==> src/rtl/guard_lock_defs.vh <==
`ifndef GUARD_LOCK_DEFS_VH
`define GUARD_LOCK_DEFS_VH

// ====================================================================
// Clock and timing
`define CLK_HZ             40000000
`define ESCALATE_MIN       30
// Sized so the product does not wrap at 32 bits
`define ESCALATE_CYCLES    (40'd60 * `ESCALATE_MIN * `CLK_HZ)
`define FLASH_HALF_MS      250
`define FLASH_HALF_CYCLES  ((`CLK_HZ / 1000) * `FLASH_HALF_MS)
`define FLASH_GAP_PULSES   3

// ====================================================================
// Fault source bit positions in fault_src
`define SRC_OUT_FIRST      0
`define SRC_OUT_SECOND     1
`define SRC_CROSS          2
`define SRC_TEMP           3
`define SRC_ACTUATOR       4
`define SRC_HANDLE         5
`define SRC_INTERNAL       6
`define SRC_W              7

// ====================================================================
// Pulse codes
`define CODE_OUT_FIRST     3'h1
`define CODE_OUT_SECOND    3'h2
`define CODE_CROSS         3'h3
`define CODE_TEMP          3'h4
`define CODE_ACTUATOR      3'h5
`define CODE_HANDLE        3'h6
`define CODE_NONE          3'h0

`endif

==> src/rtl/guard_lock_fault_monitor.v <==
`timescale 1ns/1ps
`include "guard_lock_defs.vh"


// ====================================================================
module guard_lock_fault_monitor #(
  parameter [39:0] ESCALATE_CYCLES = `ESCALATE_CYCLES,
  parameter [31:0] FLASH_HALF      = `FLASH_HALF_CYCLES
) (
  input  wire               ref_clk,                   // 40 MHz clock
  input  wire               rst_n,                     // Sync reset
  input  wire               clk_en,                    // Clock enable
  input  wire               guard_closed,              // Guard sensor
  input  wire               guard_locked,              // Lock engaged
  input  wire               lock_possible,             // Turret at rest
  input  wire               upstream_safety_in_first,  // Upstream ch 1
  input  wire               upstream_safety_in_second, // Upstream ch 2
  input  wire [`SRC_W-1:0]  fault_src,                 // Fault sources
  output reg                safety_out_first,          // Safety out 1
  output reg                safety_out_second,         // Safety out 2
  output reg                diag_out,                  // Diagnostic out
  output reg                led_green,                 // Power lamp
  output reg                led_yellow,                // Status lamp
  output reg                led_red                    // Fault lamp
);

  // ==================================================================
  // Input synchronisers, all inputs arrive from pins
  localparam NIN = 5 + `SRC_W;
  reg  [NIN-1:0] sync_a;
  reg  [NIN-1:0] sync_b;

  always @(posedge ref_clk) begin
    if (!rst_n) begin
      sync_a <= {NIN{1'b0}};
      sync_b <= {NIN{1'b0}};
    end else if (clk_en) begin
      sync_a <= {fault_src, upstream_safety_in_second,
                 upstream_safety_in_first, lock_possible,
                 guard_locked, guard_closed};
      sync_b <= sync_a;
    end
  end

  wire              g_closed = sync_b[0];
  wire              g_locked = sync_b[1] & sync_b[0];
  wire              l_poss   = sync_b[2];
  wire              up_ok    = sync_b[3] & sync_b[4];
  wire [`SRC_W-1:0] src      = sync_b[NIN-1:5];

  // ==================================================================
  // Fault classification
  wire warn_out1  = src[`SRC_OUT_FIRST]  & ~src[`SRC_OUT_SECOND];
  wire warn_out2  = src[`SRC_OUT_SECOND] & ~src[`SRC_OUT_FIRST];
  wire warn_cross = src[`SRC_CROSS] |
                    (src[`SRC_OUT_FIRST] & src[`SRC_OUT_SECOND]);
  wire warn_temp  = src[`SRC_TEMP];
  wire warn_any   = warn_out1 | warn_out2 | warn_cross | warn_temp;

  // Highest code wins when several warnings coexist
  reg [2:0] warn_code;
  always @* begin
    if (warn_temp)
      warn_code = `CODE_TEMP;
    else if (warn_cross)
      warn_code = `CODE_CROSS;
    else if (warn_out2)
      warn_code = `CODE_OUT_SECOND;
    else if (warn_out1)
      warn_code = `CODE_OUT_FIRST;
    else
      warn_code = `CODE_NONE;
  end

  // ==================================================================
  // Latched error state
  reg        err_latched;
  reg [2:0]  err_code;
  reg        err_internal;
  reg        err_seen_open;
  reg [39:0] warn_timer;
  reg        g_closed_d;

  wire escalate = warn_any && (warn_timer == ESCALATE_CYCLES - 40'h1);

  reg [2:0] new_code;
  reg       new_err;
  always @* begin
    new_err  = 1'b1;
    new_code = `CODE_NONE;
    if (src[`SRC_INTERNAL])
      new_code = `CODE_NONE;
    else if (src[`SRC_HANDLE])
      new_code = `CODE_HANDLE;
    else if (src[`SRC_ACTUATOR])
      new_code = `CODE_ACTUATOR;
    else if (escalate)
      new_code = warn_code;
    else
      new_err = 1'b0;
  end

  // Cause must be absent when the guard recloses after opening
  wire cause_gone = ~src[`SRC_INTERNAL] & ~src[`SRC_HANDLE] &
                    ~src[`SRC_ACTUATOR] & ~warn_any;

  always @(posedge ref_clk) begin
    if (!rst_n) begin
      err_latched   <= 1'b0;
      err_code      <= `CODE_NONE;
      err_internal  <= 1'b0;
      err_seen_open <= 1'b0;
      warn_timer    <= 40'h0;
      g_closed_d    <= 1'b0;
    end else if (clk_en) begin
      g_closed_d <= g_closed;
      // Timer restarts whenever the warning drops, even briefly
      if (!warn_any || err_latched)
        warn_timer <= 40'h0;
      else if (!escalate)
        warn_timer <= warn_timer + 40'h1;
      if (new_err && !err_latched) begin
        err_latched   <= 1'b1;
        err_code      <= new_code;
        err_internal  <= src[`SRC_INTERNAL];
        err_seen_open <= 1'b0;
      end else if (err_latched) begin
        if (!g_closed)
          err_seen_open <= 1'b1;
        // Fresh fault while latched restarts the open-close demand
        if (new_err)
          err_seen_open <= 1'b0;
        else if (err_seen_open && g_closed && !g_closed_d &&
                 cause_gone) begin
          err_latched   <= 1'b0;
          err_code      <= `CODE_NONE;
          err_internal  <= 1'b0;
          err_seen_open <= 1'b0;
        end
      end
    end
  end

  // ==================================================================
  // Yellow and green slow blink, 1 Hz
  reg [31:0] blink_tick;
  reg        blink;
  always @(posedge ref_clk) begin
    if (!rst_n) begin
      blink_tick <= 32'h0;
      blink      <= 1'b0;
    end else if (clk_en) begin
      if (blink_tick == FLASH_HALF * 32'h2 - 32'h1) begin
        blink_tick <= 32'h0;
        blink      <= ~blink;
      end else begin
        blink_tick <= blink_tick + 32'h1;
      end
    end
  end

  // ==================================================================
  // Red pulse code
  wire [2:0] flash_code = err_latched ? err_code : warn_code;
  wire       red_flash;

  pulse_code_flasher #(
    .HALF_CYCLES (FLASH_HALF)
  ) u_red_flasher (
    .ref_clk (ref_clk),
    .rst_n   (rst_n),
    .clk_en  (clk_en),
    .code    (err_internal ? `CODE_NONE : flash_code),
    .lamp    (red_flash)
  );

  // ==================================================================
  // Output stage, registered
  reg next_safe;
  reg next_diag;
  reg next_yellow;
  reg next_green;
  reg next_red;

  always @* begin
    // Unlocking does not drop outputs; guard opening, upstream loss or a latched error does
    next_safe = g_closed & up_ok & ~err_latched;
    next_diag = g_closed & l_poss & up_ok & ~err_latched & ~warn_any;
    if (!g_closed || err_latched)
      next_yellow = 1'b0;
    else if (g_locked)
      next_yellow = 1'b1;
    else
      next_yellow = blink;
    next_green = up_ok ? 1'b1 : blink;
    if (err_latched && err_internal)
      next_red = 1'b1;
    else
      next_red = red_flash;
  end

  always @(posedge ref_clk) begin
    if (!rst_n) begin
      safety_out_first  <= 1'b0;
      safety_out_second <= 1'b0;
      diag_out          <= 1'b0;
      led_green         <= 1'b0;
      led_yellow        <= 1'b0;
      led_red           <= 1'b0;
    end else if (clk_en) begin
      safety_out_first  <= next_safe;
      safety_out_second <= next_safe;
      diag_out          <= next_diag;
      led_green         <= next_green;
      led_yellow        <= next_yellow;
      led_red           <= next_red;
    end
  end

endmodule

==> src/rtl/pulse_code_flasher.v <==
`timescale 1ns/1ps
`include "guard_lock_defs.vh"

// ====================================================================
// Red indicator pulse-code generator
module pulse_code_flasher #(
  parameter [31:0] HALF_CYCLES = `FLASH_HALF_CYCLES
) (
  input  wire       ref_clk,  // System clock
  input  wire       rst_n,    // Sync reset, active low
  input  wire       clk_en,   // Clock enable
  input  wire [2:0] code,     // Pulses per cycle, 0 = idle
  output reg        lamp      // Flashing lamp drive
);

  localparam [3:0] GAP = `FLASH_GAP_PULSES;

  reg [31:0] tick;
  reg [3:0]  slot;
  reg        phase;
  wire       half_done = (tick == HALF_CYCLES - 32'h1);

  // Each cycle: code pulses then a dark gap of a few pulse slots
  always @(posedge ref_clk) begin
    if (!rst_n) begin
      tick  <= 32'h0;
      slot  <= 4'h0;
      phase <= 1'b0;
      lamp  <= 1'b0;
    end else if (clk_en) begin
      if (code == `CODE_NONE) begin
        tick  <= 32'h0;
        slot  <= 4'h0;
        phase <= 1'b0;
        lamp  <= 1'b0;
      end else if (half_done) begin
        tick  <= 32'h0;
        phase <= ~phase;
        if (phase) begin
          if (slot >= {1'b0, code} + GAP - 4'h1)
            slot <= 4'h0;
          else
            slot <= slot + 4'h1;
        end
        lamp <= ~phase && (slot < {1'b0, code});
      end else begin
        tick <= tick + 32'h1;
      end
    end
  end

endmodule

==> config.mk <==
export PLATFORM = sky130hd
export DESIGN_NAME = guard_lock_fault_monitor
export DESIGN_NICKNAME = d
export VERILOG_FILES = /design/src/rtl/guard_lock_fault_monitor.v /design/src/rtl/pulse_code_flasher.v
export VERILOG_INCLUDE_DIRS = /design/src /design/src/rtl
export SDC_FILE = /design/constraint.sdc
export NUM_CORES = 1
export LEC_CHECK = 0
export ABC_AREA = 1
export BUFFER_PORTS_ARGS = -buffer_cell sky130_fd_sc_hd__buf_2
export CAP_MARGIN = 20
export CORE_MARGIN = 2
export CORE_UTILIZATION = 63
export CTS_CLUSTER_DIAMETER = 200
export DETAILED_ROUTE_END_ITERATION = 8
export PLACE_DENSITY_LB_ADDON = 0.3
export SLEW_MARGIN = 20
export SYNTH_ARGS = -nofsm -noshare
export SYNTH_HDL_FRONTEND = slang
export SYNTH_SLANG_ARGS = --single-unit
==> constraint.sdc <==
create_clock -name ref_clk -period 2.85 [get_ports ref_clk]
set_input_delay 0.285 -clock ref_clk [delete_from_list [all_inputs] [get_ports ref_clk]]
set_output_delay 0.285 -clock ref_clk [all_outputs]
set_load 0.1 [all_outputs]
# After elaboration in Yosys (flattened, before gate mapping)
# Cells that the tools add are included.
[totals]
regBits = 147
in_bits = 15
[classes]
addsub = 6
order_cmp = 2
n_eq_ne = 6
mux = 48
bitwise_logic = 27
reduce_logical = 24
[op_table]
columns = ["op", "n"]
rows = [
  ["32-bit two-way mux", 3],
  ["40-bit two-way mux", 2],
  ["32-bit by 1-bit adder with 32-bit output, second input constant", 2],
  ["40-bit by 1-bit adder with 40-bit output, second input constant", 1],
  ["40-bit by 37-bit equality test with 1-bit output, second input constant", 1],
  ["3-bit two-way mux", 11],
  ["32-bit by 24-bit equality test with 1-bit output, second input constant", 1],
  ["32-bit by 25-bit equality test with 1-bit output, second input constant", 1],
  ["1-bit two-way mux", 26],
  ["4-bit two-way mux", 4],
  ["1-bit AND", 14],
  ["1-bit NOT", 9],
  ["2-bit nonzero test", 4],
  ["1-bit logical AND", 7],
  ["2-bit AND reduction", 3],
  ["3-bit AND reduction", 2],
  ["3-bit by 2-bit adder with 4-bit output, second input constant", 1],
  ["4-bit by 1-bit adder with 4-bit output, second input constant", 1],
  ["4-bit greater-or-equal comparator", 1],
  ["1-bit zero test", 4],
  ["4-bit by 3-bit less-than comparator with 1-bit output", 1],
  ["2-bit two-way mux", 2],
  ["2-bit by 1-bit != test with 1-bit output, second input constant", 2],
  ["4-bit by 1-bit != test with 1-bit output, second input constant", 1],
  ["5 further kinds", 9],
]

# Depth between registers and ports, before layout
[depth]
word_depth = 15
mapped_depth = 17
depth_no_buf = 17

# By module
# Synthesis repeated with hierarchy kept, for this count alone.
[unflattened]
cells_unflattened = 1309
area_unflattened_um2 = 8431.8
[modules_own_cells]
columns = ["mod", "instances", "cells_per_inst", "area_per_inst_um2", "seq_area_each_um2"]
rows = [
  ["guard_lock_fault_monitor", 1, 944, 6008.3, 2182.1],
  ["pulse_code_flasher", 1, 365, 2423.6, 760.7],
]

# Worst setup path before layout
# No wires, ideal clock.
[synth_path]
kind = "reg-to-reg"
from = "register sync_b[5]"
to = "register u_red_flasher.slot[1]"
setup_ns = 0.064
t_arrival_ns = 2.071
t_required_ns = 2.786
path_slack_ns = 0.715
stages_incl_launch_ff = 18
path_buffers = 0
cell_sequence = "dfxtp_1 > ha_1 > inv_1 > nand2_1 > nor2_1 > o21ai_0 > nand2_1 > inv_1 > ha_1 > inv_1 > ha_1 > o211ai_1 > nand3_1 > nor2_1 > nand2_1 > nand3_1 > nand2_1 > nor2_1"
[synth_between]
elab_chain_len = 14
elab_cells_between_ends = 22
[synth_lines]
columns = ["item", "line_no", "rtl"]
rows = [
  ["from (decl)", "guard_lock_fault_monitor.v:31", "reg [NIN-1:0] sync_b;"],
  ["from (signal assigned)", "guard_lock_fault_monitor.v:36", "sync_b <= {NIN{1'b0}};"],
  ["from (signal assigned)", "guard_lock_fault_monitor.v:41", "sync_b <= sync_a;"],
  ["1-bit AND or 1-bit NOT (tied branches)", "guard_lock_fault_monitor.v:53, guard_lock_fault_monitor.v:54", ""],
  ["1-bit two-way mux or 1-bit AND (tied branches)", "guard_lock_fault_monitor.v:69, guard_lock_fault_monitor.v:54", ""],
  ["2-bit two-way mux", "guard_lock_fault_monitor.v:67", "else if (warn_out2)"],
  ["2-bit two-way mux *", "guard_lock_fault_monitor.v:65", "else if (warn_cross)"],
  ["3-bit two-way mux *", "guard_lock_fault_monitor.v:63", "if (warn_temp)"],
  ["3-bit two-way mux *", "guard_lock_fault_monitor.v:164", "wire [2:0] flash_code = err_latched ? err_code : warn_code;"],
  ["3-bit two-way mux *", "guard_lock_fault_monitor.v:173", ".code (err_internal ? `CODE_NONE : flash_code),"],
  ["3-bit by 2-bit adder with 4-bit output", "pulse_code_flasher.v:40", "if (slot >= {1'b0, code} + GAP - 4'h1)"],
  ["4-bit by 1-bit subtractor with 4-bit output", "pulse_code_flasher.v:40", ""],
  ["4-bit greater-or-equal comparator", "pulse_code_flasher.v:40", ""],
  ["4-bit two-way mux", "pulse_code_flasher.v:40", ""],
  ["4-bit two-way mux", "pulse_code_flasher.v:39", "if (phase) begin"],
  ["4-bit two-way mux", "pulse_code_flasher.v:36", "end else if (half_done) begin"],
  ["4-bit two-way mux", "pulse_code_flasher.v:31", "if (code == `CODE_NONE) begin"],
  ["to (signal assigned)", "pulse_code_flasher.v:43", "slot <= slot + 4'h1;"],
  ["to (decl)", "pulse_code_flasher.v:19", "reg [3:0] slot;"],
]
# Every way passes the cells marked *; elsewhere a longest branch is shown, timed or not. The select of a mux whose other input is x is not followed.
# A chain may end at the register's enable or synchronous reset.

# Worst setup path after layout
[layout_path]
from = "register sync_b[5]"
to = "register warn_timer[10]"
[layout_between]
elab_chain_len = 9
elab_cells_between_ends = 14
[layout_lines]
columns = ["item", "line_no", "rtl"]
rows = [
  ["1-bit NOT", "guard_lock_fault_monitor.v:54", "wire warn_out2 = src[`SRC_OUT_SECOND] & ~src[`SRC_OUT_FIRST];"],
  ["1-bit AND", "guard_lock_fault_monitor.v:54", ""],
  ["1-bit OR", "guard_lock_fault_monitor.v:58", "wire warn_any = warn_out1 | warn_out2 | warn_cross | warn_temp;"],
  ["1-bit OR * (2 in series)", "guard_lock_fault_monitor.v:58", ""],
  ["1-bit zero test", "guard_lock_fault_monitor.v:118", "if (!warn_any || err_latched)"],
  ["1-bit logical OR", "guard_lock_fault_monitor.v:118", ""],
  ["2-bit by 1-bit != test with 1-bit output (no source line)", "-", ""],
  ["2-bit AND reduction (no source line)", "-", ""],
  ["to (signal assigned)", "guard_lock_fault_monitor.v:121", "warn_timer <= warn_timer + 40'h1;"],
  ["to (decl)", "guard_lock_fault_monitor.v:81", "reg [39:0] warn_timer;"],
]
# Every way passes the cells marked *; elsewhere a longest branch is shown, timed or not.

==> impl_metrics.env <==
export IMPL_finalHoldViolCount=0
export IMPL_nets=1365
export IMPL_fp_dieH_um=119.0
export IMPL_p_per_area_nw_per_um2=551.8
export IMPL_slew_violations=0
export IMPL_dr_pass1_iters=5
export IMPL_drc=0
export IMPL_portBuffers=20
export IMPL_finalWorstSetupSlack_ps=359.4
export IMPL_cts_buffers=17
export IMPL_drive_above_1_share=0.06004
export IMPL_period_minus_slack_ps=2491
export IMPL_area_growth_pct=10.22
export IMPL_critPathKind="flop to flop"
export IMPL_synth_cells=1326
export IMPL_muxShareOfSynthArea=0
export IMPL_synth_area_leader_cell="dfxtp_1"
export IMPL_dp_cells=1493
export IMPL_worstPathCellList="inv_1 -> ha_1 -> nand2_1 -> nor2_1 -> nor2_1 -> inv_1 -> nand2_1 -> nand2_4 -> buf_4 -> nand2_1 -> nand2_1 -> nand2_1 -> nor2_1"
export IMPL_die_w_um=119.0
export IMPL_ios=21
export IMPL_core_area_um2=13090
export IMPL_holdPathEnd="sync_a[3]$_SDFFE_PN0P_"
export IMPL_syn_area_um2=8335
export IMPL_max_slew_margin_rel=0.5559
export IMPL_crit_start="sync_b[5]$_SDFFE_PN0P_"
export IMPL_ys_warn_count=0
export IMPL_hold_class="input pin to flop"
export IMPL_synth_fa_ha_area_frac=0.02101
export IMPL_cts_resized=0
export IMPL_track_usage=0.2947
export IMPL_tightestPinTransition_ps=666.2
export IMPL_r2r_slack_ps=360
export IMPL_finalWirelength_um=20120
export IMPL_drtIter0Drc=613
export IMPL_synth_xor_xnor_area_share=0.05254
export IMPL_htree_levels=4
export IMPL_max_vdd_ir_drop_mv=0.4245
export IMPL_fin_cells=1525
export IMPL_hold_start="upstream_safety_in_first"
export IMPL_rsz0062_at_grt="false"
export IMPL_finalCritPeriodShare=0.8739
export IMPL_initial_core_util=0.6370
export IMPL_register_area_um2=2943
export IMPL_ys_seq_elements=147
export IMPL_p_leak_nw=3.480
export IMPL_cp_slowest_stage_delay_ps=390
export IMPL_viasPerCell=5.399
export IMPL_cts_tree="yes"
export IMPL_cap_viol_max_count=0
export IMPL_fin_skew_ps=6.882
export IMPL_num_fill_cells=1121
export IMPL_tns_ps=0
export IMPL_rr_worst_depth=13
export IMPL_ys_seq_area_frac=0.3530
export IMPL_synth_compound_area_frac=0.07655
export IMPL_holdPathStages=3
export IMPL_hold_buffers=0
export IMPL_cts_clk_slew_worst_paths_ps=60
export IMPL_fmax_ghz=0.4015
export IMPL_crit_path_start_kind="flop"
export IMPL_insertion_delay_ps=430
export IMPL_synthSimpleGateAreaFrac=0.4162
export IMPL_rows=42
export IMPL_postCtsSetupRepairBufs=0
export IMPL_r2r_end="warn_timer[10]$_SDFFE_PN0P_"
export IMPL_crit_arrival_ps=2860
export IMPL_route_vias_total=8233
export IMPL_synth_edff_count=0
export IMPL_synthArstFlopShare=0
export IMPL_drtAntennaViolNets=0
export IMPL_cp_data_required_time_ps=3220
export IMPL_grt_max_degree=52
export IMPL_cp_max_fo=42
export IMPL_finalSetupViolCount=0
export IMPL_path_common_cell="nand2_1"
export IMPL_hpwlAfterDp_um=13830
export IMPL_outcome="finished, final reports clean"
export IMPL_grt_pass1_wl_um=34690
export IMPL_cts_max_path_buffers=2
export IMPL_yosysUniqueCellTypes=39
export IMPL_gp_congestion=0.9934
export IMPL_grt_overflow=0
export IMPL_n_antenna_cell=0
export IMPL_first_global_vias=7704
export IMPL_synthFlopType="dfxtp_1"
export IMPL_pre_cts_slack_ps=460.5
export IMPL_end_kind="flop"
export IMPL_dieArea_um2=14170
export IMPL_slowest_stage="buf_4"
export IMPL_wire_per_inst_um=13.19
export IMPL_syn_avg_cell_area_um2=6.286
export IMPL_multiInputGateArea_um2=4721
export IMPL_clkSinkCount=147
export IMPL_synth_top_family_by_area="simple AND/OR/NAND/NOR gates"
export IMPL_worstReg2RegStart="sync_b[5]$_SDFFE_PN0P_"
export IMPL_syn_nets=1355
export IMPL_finalPower_mw=5.070
export IMPL_clock_tree_root_cell="clkbuf_16"
export IMPL_synth_top_area_frac=0.3530
export IMPL_synth_area_leaders="dfxtp_1, nand2_1, nor2_1"
export IMPL_antenna_found_initial=0
power breakdown:
part | internal, mW | total [mW] | switching, mW | leakage (nW)
combinational | 0.135 | 0.470 | 0.335 | 1.97
sequential | 2.11 | 2.15 | 0.0420 | 1.19
clock | 1.56 | 2.45 | 0.886 | 0.320
total | 3.81 | 5.07 | 1.26 | 3.48
Yosys cell counts (5+ instances only):
cell type,instances
o21ai_0,41
xnor2_1,9
clkbuf_1,22
nor3_1,30
nand2_1,330
nor4_1,6
dfxtp_1,147
xor2_1,41
nand4_1,35
nand3_1,76
nor3b_1,7
ha_1,14
buf_2,10
inv_1,119
a31oi_1,5
nor2_1,324
a21oi_1,71
area by class of cell:
type | instances | share of cell area
clock buffers | 21 | 0.05229
clock inverters | 11 | 0.01879
well taps | 176 | 0.02397
inverters | 125 | 0.05175
multi-input cells | 1015 | 0.5138
flip-flops and latches | 147 | 0.3203
repair buffers | 30 | 0.01907
worst max-delay path, delay by kind of cell (launching register included):
family | cells | cell delay, ps
flops | 1 | 370
buf+inv | 3 | 720
fa+ha+maj | 1 | 280
simple gates | 9 | 1030
metrics by stage:
stage                     utilization  hold slack, ps  area [µm²]
after floorplan                     -           419.9        8335
after global placement         0.6522           452.6        8534
after detailed placement       0.6522           468.9        8534
after CTS                      0.7021           76.83        9188
after global routing           0.7021           79.43        9188
final                          0.7021           77.67        9188
cell usage in the layout (no fill, tap or decap), types with 2 or more instances in the layout:
cell	count
nand2_1	330
nor2_1	324
dfxtp_1	147
inv_1	119
nand3_1	76
a21oi_1	71
o21ai_0	41
xor2_1	41
nand4_1	35
nor3_1	30
buf_2	20
clkbuf_16	17
ha_1	14
buf_4	10
xnor2_1	9
nor3b_1	7
nor4_1	6
a31oi_1	5
clkinv_4	4
nand3b_1	4
bufinv_16	4
clkbuf_8	4
clkinv_2	3
nor3_2	3
or2_2	3
inv_2	2
nand3_2	2
nand2_4	2
clkinv_1	2
a22oi_1	2
nor2_2	2
state kept, by name (all words and copies together) (netlist names), 3 cells and up:
signal              cells
sync_a                 12
sync_b                 12
u_red_flasher.slot      4
blink_tick             32
err_code                3
warn_timer             40
u_red_flasher.tick     32
how the worst max path moves through the flow:
stage | slack (ps) | to
4_1_cts | 350 | warn_timer[10]$_SDFFE_PN0P_
5_1_grt | 30 | u_red_flasher.slot[3]$_SDFFE_PN0P_
6_report | 360 | warn_timer[10]$_SDFFE_PN0P_
3_5_place_dp | 460 | u_red_flasher.slot[3]$_SDFFE_PN0P_
2_1_floorplan | 710 | u_red_flasher.slot[1]$_SDFFE_PN0P_
3_3_place_gp | 530 | warn_timer[10]$_SDFFE_PN0P_
cell families (layout without fill, tap and decap cells):
kind of cell,count (synthesis),after routing
AND/OR/NAND/NOR,828,828
AO/OA/AOI/OAI,123,123
XOR/XNOR,50,50
adder cells (fa/ha/maj),14,14
flip-flops,147,147
buffers and inverters,164,187
layer usage:
metal / GRT usage / up-vias / part of all wire
met5: 0 / - / 0
met2: 0.4957 / 238 / 0.48
li1: - / 4241 / -
met1: 0.3753 / 3703 / 0.44
met3: 0.05125 / 51 / 0.054
met4: 0.1176 / 0 / 0.027
(Power assumes the default switching activity.)
